--- config.mk ---
export PLATFORM = sky130hd
export DESIGN_NAME = uart_receive_buffer_status
export DESIGN_NICKNAME = d
export VERILOG_FILES = /design/src/logic/uart_rx_pkg.sv /design/src/logic/uart_receive_buffer_status.sv
export SDC_FILE = /design/constraint.sdc
export NUM_CORES = 1
export LEC_CHECK = 0
export ABC_CLOCK_PERIOD_IN_PS = 6200
export BUFFER_PORTS_ARGS = -buffer_cell sky130_fd_sc_hd__buf_2
export CORE_UTILIZATION = 45
export DETAILED_ROUTE_END_ITERATION = 7
export PLACE_DENSITY = 0.69
export SYNTH_ARGS = -nofsm -noshare
export SYNTH_HDL_FRONTEND = slang
export SYNTH_SLANG_ARGS = --single-unit
export TNS_END_PERCENT = 10
--- constraint.sdc ---
create_clock -name clk_i -period 6.2 [get_ports clk_i]
set_input_delay 0.62 -clock clk_i [delete_from_list [all_inputs] [get_ports clk_i]]
set_output_delay 0.62 -clock clk_i [all_outputs]
set_load 0.01 [all_outputs]
--- src/logic/uart_rx_pkg.sv ---
// constants, types and register layout for the receive buffer block
package uart_rx_pkg;

  // register byte addresses
  localparam logic [11:0] ADDR_DATA = 12'h000;
  localparam logic [11:0] ADDR_STATUS = 12'h004;
  localparam logic [11:0] ADDR_CTRL_B = 12'h008;
  localparam logic [11:0] ADDR_CTRL_C = 12'h00C;

  // status register bit positions
  localparam int STAT_RX_COMPLETE = 7;
  localparam int STAT_STOP_FAULT = 4;
  localparam int STAT_OVERRUN = 3;
  localparam int STAT_PARITY = 2;

  // control b bit positions
  localparam int CTLB_IRQ_EN = 7;
  localparam int CTLB_RX_EN = 4;
  localparam int CTLB_SIZE_2 = 2;
  localparam int CTLB_NINTH = 1;

  // control c bit positions
  localparam int CTLC_PAR_EN = 5;
  localparam int CTLC_PAR_ODD = 4;
  localparam int CTLC_TWO_STOP = 3;
  localparam int CTLC_SIZE_1 = 2;
  localparam int CTLC_SIZE_0 = 1;

  // reset values
  localparam logic [2:0] SIZE_RESET = 3'h3;
  localparam logic [31:0] RDATA_RESET = 32'h0000_0000;

  // character size codes
  localparam logic [2:0] SIZE_5 = 3'h0;
  localparam logic [2:0] SIZE_6 = 3'h1;
  localparam logic [2:0] SIZE_7 = 3'h2;
  localparam logic [2:0] SIZE_9 = 3'h7;

  localparam logic [1:0] BUF_DEPTH = 2'h2;

  typedef enum logic [1:0] {
    ST_IDLE = 2'b00,
    ST_DATA = 2'b01,
    ST_PARITY = 2'b11,
    ST_STOP = 2'b10
  } rx_state_t;

  typedef struct packed {
    logic [8:0] data;
    logic stop_fault;
    logic overrun;
    logic parity_err;
  } rx_entry_t;

endpackage

--- src/logic/uart_receive_buffer_status.sv ---
// receive buffer, error flags and parity checker of the serial port
`timescale 1ns/1ps

module uart_receive_buffer_status
  import uart_rx_pkg::*;
(
  input wire logic clk_i,
  input wire logic rst_n_i,
  input wire logic psel_i,
  input wire logic penable_i,
  input wire logic pwrite_i,
  input wire logic [11:0] paddr_i,
  input wire logic [31:0] pwdata_i,
  output logic [31:0] prdata_o,
  output logic pready_o,
  output logic pslverr_o,
  input wire logic start_det_i,
  input wire logic bit_valid_i,
  input wire logic bit_value_i,
  input wire logic global_irq_en_i,
  output logic rx_irq_o,
  output logic rx_pin_owned_o
);

  // number of data bits for a size code; reserved codes act as eight
  function automatic logic [3:0] data_bits(input logic [2:0] code);
    case (code)
      SIZE_5: data_bits = 4'h5;
      SIZE_6: data_bits = 4'h6;
      SIZE_7: data_bits = 4'h7;
      SIZE_9: data_bits = 4'h9;
      default: data_bits = 4'h8;
    endcase
  endfunction

  // control state
  logic irq_en_r;
  logic irq_en_nxt;
  logic rx_en_r;
  logic rx_en_nxt;
  logic [2:0] size_r;
  logic [2:0] size_nxt;
  logic par_en_r;
  logic par_en_nxt;
  logic par_odd_r;
  logic par_odd_nxt;
  logic two_stop_r;
  logic two_stop_nxt;

  // frame assembly
  rx_state_t state_r;
  rx_state_t state_nxt;
  logic [3:0] bit_cnt_r;
  logic [3:0] bit_cnt_nxt;
  logic [8:0] shift_r;
  logic [8:0] shift_nxt;
  logic par_bit_r;
  logic par_bit_nxt;
  rx_entry_t wait_r;
  rx_entry_t wait_nxt;
  logic wait_vld_r;
  logic wait_vld_nxt;
  logic lost_r;
  logic lost_nxt;

  // two entry buffer
  rx_entry_t buf_r [BUF_DEPTH];
  logic wr_ptr_r;
  logic wr_ptr_nxt;
  logic rd_ptr_r;
  logic rd_ptr_nxt;
  logic [1:0] count_r;
  logic [1:0] count_nxt;

  // bus answer
  logic [31:0] prdata_r;
  logic [31:0] prdata_nxt;
  logic err_r;
  logic err_nxt;
  logic pop_ok_r;
  logic pop_ok_nxt;

  // bus decode
  wire setup = psel_i & ~penable_i;
  wire access = psel_i & penable_i;
  wire wr_acc = access & pwrite_i;
  wire rd_acc = access & ~pwrite_i;
  wire sel_data = (paddr_i == ADDR_DATA);
  wire sel_stat = (paddr_i == ADDR_STATUS);
  wire sel_ctlb = (paddr_i == ADDR_CTRL_B);
  wire sel_ctlc = (paddr_i == ADDR_CTRL_C);
  wire mapped = sel_data | sel_stat | sel_ctlb | sel_ctlc;

  // buffer state
  // flag from buffer fill
  wire rx_complete = (count_r != 2'h0);
  wire buf_full = (count_r == BUF_DEPTH);
  rx_entry_t head;
  assign head = buf_r[rd_ptr_r];
  wire [8:0] head_data = rx_complete ? head.data : 9'h000;
  wire head_fault = rx_complete & head.stop_fault;
  wire head_ovr = rx_complete & head.overrun;
  wire head_par = rx_complete & head.parity_err;

  wire overrun_evt = rx_en_r & (state_r == ST_IDLE) & start_det_i &
                     wait_vld_r & buf_full;
  wire move = rx_en_r & wait_vld_r & ~buf_full;
  // flush in the write cycle itself, so disable is never a cycle late
  wire flush = ~rx_en_r | ~rx_en_nxt;
  wire pop = rd_acc & sel_data & pop_ok_r & rx_complete;

  wire [3:0] nbits = data_bits(size_r);
  wire [3:0] last_bit = nbits - 4'h1;
  wire par_mismatch = (^shift_r) ^ par_bit_r ^ par_odd_r;

  // read words
  logic [7:0] stat_rd;
  logic [7:0] ctlb_rd;
  logic [7:0] ctlc_rd;
  logic [31:0] rd_word;

  always_comb
  begin
    stat_rd = 8'h00;
    stat_rd[STAT_RX_COMPLETE] = rx_complete;
    stat_rd[STAT_STOP_FAULT] = head_fault;
    stat_rd[STAT_OVERRUN] = head_ovr;
    stat_rd[STAT_PARITY] = head_par;
    ctlb_rd = 8'h00;
    ctlb_rd[CTLB_IRQ_EN] = irq_en_r;
    ctlb_rd[CTLB_RX_EN] = rx_en_r;
    ctlb_rd[CTLB_SIZE_2] = size_r[2];
    ctlb_rd[CTLB_NINTH] = head_data[8];
    ctlc_rd = 8'h00;
    ctlc_rd[CTLC_PAR_EN] = par_en_r;
    ctlc_rd[CTLC_PAR_ODD] = par_odd_r;
    ctlc_rd[CTLC_TWO_STOP] = two_stop_r;
    ctlc_rd[CTLC_SIZE_1] = size_r[1];
    ctlc_rd[CTLC_SIZE_0] = size_r[0];
    rd_word = 32'h0000_0000;
    if (sel_data)
      rd_word = {24'h00_0000, head_data[7:0]};
    else if (sel_stat)
      rd_word = {24'h00_0000, stat_rd};
    else if (sel_ctlb)
      rd_word = {24'h00_0000, ctlb_rd};
    else if (sel_ctlc)
      rd_word = {24'h00_0000, ctlc_rd};
  end

  // answer is sampled in setup so the access phase needs no wait state
  assign prdata_nxt = setup ? rd_word : prdata_r;
  assign err_nxt = setup ? ~mapped : err_r;
  // pop only if char seen at setup
  assign pop_ok_nxt = setup ? rx_complete : pop_ok_r;

  // control register writes
  always_comb
  begin
    irq_en_nxt = irq_en_r;
    rx_en_nxt = rx_en_r;
    size_nxt = size_r;
    par_en_nxt = par_en_r;
    par_odd_nxt = par_odd_r;
    two_stop_nxt = two_stop_r;
    if (wr_acc & sel_ctlb)
    begin
      irq_en_nxt = pwdata_i[CTLB_IRQ_EN];
      rx_en_nxt = pwdata_i[CTLB_RX_EN];
      size_nxt[2] = pwdata_i[CTLB_SIZE_2];
    end
    if (wr_acc & sel_ctlc)
    begin
      par_en_nxt = pwdata_i[CTLC_PAR_EN];
      par_odd_nxt = pwdata_i[CTLC_PAR_ODD];
      two_stop_nxt = pwdata_i[CTLC_TWO_STOP];
      size_nxt[1] = pwdata_i[CTLC_SIZE_1];
      size_nxt[0] = pwdata_i[CTLC_SIZE_0];
    end
  end

  // frame assembly and hand-off to the buffer
  always_comb
  begin
    state_nxt = state_r;
    bit_cnt_nxt = bit_cnt_r;
    shift_nxt = shift_r;
    par_bit_nxt = par_bit_r;
    wait_nxt = wait_r;
    wait_vld_nxt = wait_vld_r;
    lost_nxt = lost_r;
    if (move)
    begin
      wait_vld_nxt = 1'b0;
      lost_nxt = 1'b0;
    end
    if (overrun_evt)
    begin
      wait_vld_nxt = 1'b0;
      lost_nxt = 1'b1;
    end
    case (state_r)
      ST_IDLE:
        if (start_det_i)
        begin
          state_nxt = ST_DATA;
          bit_cnt_nxt = 4'h0;
          shift_nxt = 9'h000;
        end
      ST_DATA:
        if (bit_valid_i)
        begin
          shift_nxt[bit_cnt_r] = bit_value_i;
          bit_cnt_nxt = bit_cnt_r + 4'h1;
          if (bit_cnt_r == last_bit)
          begin
            state_nxt = par_en_r ? ST_PARITY : ST_STOP;
          end
        end
      ST_PARITY:
        if (bit_valid_i)
        begin
          par_bit_nxt = bit_value_i;
          state_nxt = ST_STOP;
        end
      ST_STOP:
        if (bit_valid_i)
        begin
          state_nxt = ST_IDLE;
          wait_nxt.data = shift_r;
          wait_nxt.stop_fault = ~bit_value_i;
          wait_nxt.overrun = lost_r;
          wait_nxt.parity_err = par_en_r & par_mismatch;
          wait_vld_nxt = 1'b1;
        end
      default:
        state_nxt = ST_IDLE;
    endcase
    if (flush)
    begin
      state_nxt = ST_IDLE;
      wait_vld_nxt = 1'b0;
      lost_nxt = 1'b0;
    end
  end

  // buffer pointers
  always_comb
  begin
    wr_ptr_nxt = wr_ptr_r ^ move;
    rd_ptr_nxt = rd_ptr_r ^ pop;
    count_nxt = count_r + {1'b0, move} - {1'b0, pop};
    if (flush)
    begin
      wr_ptr_nxt = 1'b0;
      rd_ptr_nxt = 1'b0;
      count_nxt = 2'h0;
    end
  end

  always_ff @(posedge clk_i)
  begin
    if (!rst_n_i)
    begin
      irq_en_r <= 1'b0;
      rx_en_r <= 1'b0;
      size_r <= SIZE_RESET;
      par_en_r <= 1'b0;
      par_odd_r <= 1'b0;
      two_stop_r <= 1'b0;
    end
    else
    begin
      irq_en_r <= irq_en_nxt;
      rx_en_r <= rx_en_nxt;
      size_r <= size_nxt;
      par_en_r <= par_en_nxt;
      par_odd_r <= par_odd_nxt;
      two_stop_r <= two_stop_nxt;
    end
  end

  always_ff @(posedge clk_i)
  begin
    if (!rst_n_i)
    begin
      state_r <= ST_IDLE;
      bit_cnt_r <= 4'h0;
      shift_r <= 9'h000;
      par_bit_r <= 1'b0;
      wait_r <= '0;
      wait_vld_r <= 1'b0;
      lost_r <= 1'b0;
    end
    else
    begin
      state_r <= state_nxt;
      bit_cnt_r <= bit_cnt_nxt;
      shift_r <= shift_nxt;
      par_bit_r <= par_bit_nxt;
      wait_r <= wait_nxt;
      wait_vld_r <= wait_vld_nxt;
      lost_r <= lost_nxt;
    end
  end

  always_ff @(posedge clk_i)
  begin
    if (!rst_n_i)
    begin
      buf_r[0] <= '0;
      buf_r[1] <= '0;
      wr_ptr_r <= 1'b0;
      rd_ptr_r <= 1'b0;
      count_r <= 2'h0;
    end
    else
    begin
      if (move)
        buf_r[wr_ptr_r] <= wait_r;
      wr_ptr_r <= wr_ptr_nxt;
      rd_ptr_r <= rd_ptr_nxt;
      count_r <= count_nxt;
    end
  end

  always_ff @(posedge clk_i)
  begin
    if (!rst_n_i)
    begin
      prdata_r <= RDATA_RESET;
      err_r <= 1'b0;
      pop_ok_r <= 1'b0;
    end
    else
    begin
      prdata_r <= prdata_nxt;
      err_r <= err_nxt;
      pop_ok_r <= pop_ok_nxt;
    end
  end

  assign prdata_o = prdata_r;
  assign pready_o = 1'b1;
  assign pslverr_o = err_r & access;
  assign rx_irq_o = global_irq_en_i & irq_en_r & rx_complete;
  assign rx_pin_owned_o = rx_en_r;

endmodule // uart_receive_buffer_status

Word level (Yosys, flattened, before mapping)
Memory sizes are Yosys's and may differ from the RTL's. A register that Yosys moved wholly into a read port is not among the register bits.
Index checks and enable logic that the tools add are counted.
Word-level totals
  memory bits (writable): 24
  output and inout port bits: 36
  register bits: 76
  input port bits: 53
  logic and storage cells: 135
  memories: 1
Cells by class
  add/subtract/negate cells: 4
  magnitude comparators: 2
  muxes and demuxes: 37
  reduce and logical (&&, ||, !) cells: 14
  eq/ne operators: 16
  bitwise operators: 38
Memories
  buf_r: words 2, width 12, rd ports 1, clocked after memory_dff 1, write ports 2, RTL line uart_receive_buffer_status.sv:67  | rx_entry_t buf_r [BUF_DEPTH];
Operators with widths (number)
  $mux W9: 3
  $eq A12 B4 Y1 const B: 2
  $mux W8: 3
  $and A1 B1 Y1: 22
  $pmux W9 S2: 1
  $mux W1: 16
  $pmux W4 S4: 1
  $eq A12 B3 Y1 const B: 1
  $logic_not A12 Y1: 1
  $mux W12: 1
  $reduce_or A12 Y1: 1
  $mux W2: 5
  $ne A2 B2 Y1 const B: 5
  $bwmux W9: 1
  $reduce_xor A9 Y1: 1
  $mux W4: 2
  $not A1 Y1: 8
  $pmux W2 S4: 1
  $pmux W4 S2: 1
  $eq A2 B2 Y1 const B: 3
  $mux W6: 1
  $reduce_bool A2 Y1: 3
  $lt A4 B5 Y1 const B: 1
  $reduce_and A5 Y1: 1
  other kinds (19): 26

Longest topological paths before layout
  depth in word-level cells: 8
  mapped depth: 10
  gate-level depth less buffers: 9

Worst setup path before layout
No wires, ideal clock.
  path type: input -> register
  start: input port paddr_i[3]
  end: register count_r[1]
  path buffers: 2
  library setup time: 0.123 ns
  path slack: 3.854 ns
  stages: 10
  data required time: 6.077 ns
  arrival time: 2.223 ns
  cells stage by stage: buf_2 > or2_1 > clkbuf_1 > nor4_4 > ha_1 > inv_1 > ha_1 > xnor2_1 > xnor2_1 > nor2_1
On the way
  cells in the longest elaborated chain, start to end: 6
  elaborated cells on any way between the ends: 11
  those cells by class: add/sub (1); eq/ne (1); mux (1); bitwise (6); reduce/logical (2)
RTL lines
  start: declaration: RTL line uart_receive_buffer_status.sv:12  | input wire logic [11:0] paddr_i,
  parallel branches: the longest is 6 deep, another holds $sub A2 B1 Y2
  end signal: assignment: RTL line uart_receive_buffer_status.sv:323  | count_r <= count_nxt;
  end: declaration: RTL line uart_receive_buffer_status.sv:72  | logic [1:0] count_r;
Several ways; the timed one is not identified.
A chain may end at the register's enable or synchronous reset.

==> flow_summary.ini <==
[detailed_routing]
routed_wl_mm = 7.127
drc = 0
ant_nets = 0
routed_via_density = 5.042
dr.first_iter.drc_count = 97
wire_per_inst_um = 13.55
vias = 2652
dr.pass1.iters = 4

[timing]
fin_skew_ns = 0.007599
rsz0062_at_grt = no
fin_crit_sh_pct = 38.01
slew_violations = 0
fin_setup_tns_ns = 0
finalSetupViolCount = 0
whs_ns = 0.4583
relSlewSlack_pct = 27.99
tightestPinTransition_ns = 1.072
fmax_ghz = 0.4244
post-route-worst-setup-slack_ns = 3.844
hold_viol = 0
fin_crit_ns = 2.356

[layout]
layout-drive-gt1-share_pct = 15.33
fin_util_pct = 52.41
num_antenna_cells = 0
fin_area_mm2 = 0.004134
nNetsFinal = 478
area_growth_syn_to_layout_pct = 10.28
finalNonFillerCells = 526

[clock_tree]
cts_tree = yes
ctsResizeCount = 0
post_cts_buffers = 0
cts.clk_slew.worst_paths_ns = 0.07
postCtsHoldBufs = 0
cts_root_buf = clkbuf_8
cts_sinks = 76
numCtsBuffers = 9
cts_max_level = 3
cts.path.max_buffers = 2
worst_skew_pair.late_latency_ns = 0.35

[setup_path]
cp-end-kind = flip-flop
path_cells = buf_2 > inv_1 > nor3_1 > and2_1
path_class = input pin to flip-flop
worstSetupStartpointType = input pin
cp_num_buf_inv = 2
worst_path_max_delay_cell = nor3_1
crit_path_max_incr_delay_ns = 1.01
crit_family = simple AND/OR/NAND/NOR gates
cp.arrival_ns = 2.57
crit_required_ns = 6.42
crit_fanout = 31

[synth]
ys_ff_latch = 76
synthCells = 390
synth_largest_area_cell = dfxtp_1
synthArstFlopShare_pct = 0
netlist_area_mm2 = 0.003749
seq_area_frac_synth_pct = 47.00
yosys_warnings = 0
synth_ff_type = dfxtp_1
yosysUniqueCellTypes = 45
yosys.area.top_type_share_pct = 27.77
postSynthAreaPerCell_um2 = 9.612
synth-edff-count = 24
synth.area.top_cells = dfxtp_1 28%, edfxtp_1 19%, buf_4 5.0%

[die]
die_h_um = 93.27
initial_core_util_pct = 47.53
fp-row-count = 32
io_pins = 89
core_mm2 = 0.007888
die_width_um = 93.27
die-area_mm2 = 0.008699

[global_routing]
grt_pass1_vias = 2501
grt_pass1_wl_mm = 11.92
overflow = 0
grt_usage_pct = 17.79
grt_max_degree = 32
grt_antenna_before_repair = 0

[worst_hold_path]
min_path_type = flip-flop to flip-flop

[place]
post_dp_cell_area_mm2 = 0.003896
place_ws_ns = 3.486
place_inst = 510
io_buffers = 37
dp_hpwl_mm = 5.116
gp_congestion = 0.8453

[power_and_ir_drop]
clockPowerShare_pct = 44.2
power_density_mw_per_mm2 = 246.1
pwr-share-seq_pct = 51.3
ir_worst_vdd_mv = 0.1116
power.switching_mw = 0.2177
p_total_mw = 1.017
pwr-share-comb_pct = 4.4
swShare_pct = 21.39
leakage_nw = 1.595
p_int_mw = 0.7998

[flow_run]
max_cap_viol_count = 0

[run_status]
status = complete, no violations
-- Yosys cell counts (4+ instances only) --
cell type / number
dfxtp_1: 52
nand2_1: 43
nor2_1: 32
and2_1: 28
a21oi_1: 25
buf_4: 25
edfxtp_1: 24
nand3_1: 18
mux2i_1: 16
o21ai_0: 16
clkbuf_1: 15
xnor2_1: 13
inv_1: 9
nor2b_1: 7
ha_1: 6
nand2b_1: 6
o211ai_1: 5
a22oi_1: 4
nor3_1: 4
-- per-layer routing --
metal	wire length, µm	GRT usage, %	share of wire (%)
met5	0	0	0
met3	300	4.959	4.2
met2	3528	31.07	50
met4	71	4.615	1.0
met1	3226	21.52	45
-- flip-flops by register name (all words and copies together) (netlist names), 2 cells and up --
signal and cells:
prdata_o 8, state_r 2, bit_cnt_r 4, size_r 3, buf_r 24, count_r 2, wait_r 12, shift_r 9
-- area by class of cell --
type	count	area, µm²
Sequential cell	76	1762
Tap cell	102	127.6
Clock inverter	7	113.9
Multi-Input combinational cell	285	1780
Inverter	9	33.78
Clock buffer	9	123.9
Fill cell	732	3754
Timing Repair Buffer	38	192.7
-- cell usage in the layout (no fill, tap or decap), types with 2 or more instances in the layout --
master and count:
a22oi_1 4, buf_2 37, o21ai_0 16, ha_1 6, nand4_1 2, nor4_4 3
clkinv_1 2, conb_1 25, edfxtp_1 24, and2_1 28, mux2i_1 16, a211oi_1 3
mux2_2 2, bufinv_16 3, nand2_1 43, clkbuf_8 9, a31oi_1 2, dfxtp_1 52
and3_1 3, nand2b_1 6, nor2_1 32, nor2b_1 7, nor3_1 4, nand3_1 18
or2_2 2, xor2_1 3, mux4_2 2, o211ai_1 5, a21oi_1 25, xnor2_1 13
inv_1 9
-- kinds of logic (layout without fill, tap and decap cells) --
kind of cell / count (synthesis) / after routing / synth area share (%)
buffers and inverters: 52 / 63 / 7.810
XOR/XNOR: 17 / 17 / 4.339
AND/OR/NAND/NOR: 155 / 155 / 22.33
multiplexers: 20 / 20 / 6.075
adder cells (fa/ha/maj): 6 / 6 / 2.003
flip-flops: 76 / 76 / 47.00
other: 2 / 25 / 0.2003
AO/OA/AOI/OAI: 62 / 62 / 10.25
-- path summary, 6_finish.rpt --
| kind | to | slack (ns) | start | cells after the start |
|---|---|---|---|---|
| worst max-delay path | buf_r[0][11] | 3.84 | rst_n_i | 4 |
| worst min-delay path | prdata_o[3] | 0.46 | prdata_o[3] | 2 |
| worst max register to register | count_r[1] | 4.05 | count_r[0] | 9 |
| worst min register to register | prdata_o[3] | 0.46 | prdata_o[3] | 2 |
-- power by group through the flow --
| stage | clock network, mW | registers, mW | logic, mW |
|---|---|---|---|
| finish | 0.450 | 0.522 | 0.0450 |
| global route | 0.479 | 0.523 | 0.0496 |
| CTS | 0.456 | 0.522 | 0.0450 |
| detailed placement | 0 | 0.534 | 0.0447 |
| global placement | 0 | 0.534 | 0.0443 |
| floorplan | 0 | 0.533 | 0.0401 |
-- worst register-to-register path: stages, from the launching register on --
cell and delay (ns):
dfxtp_1 0.37, nor2_1 0.12, or2_1 0.36, nor4_4 0.38
ha_1 0.29, inv_1 0.06, ha_1 0.15, xnor2_1 0.13
xnor2_1 0.14, nor2_1 0.05
Power figures use the tool's default switching activity.
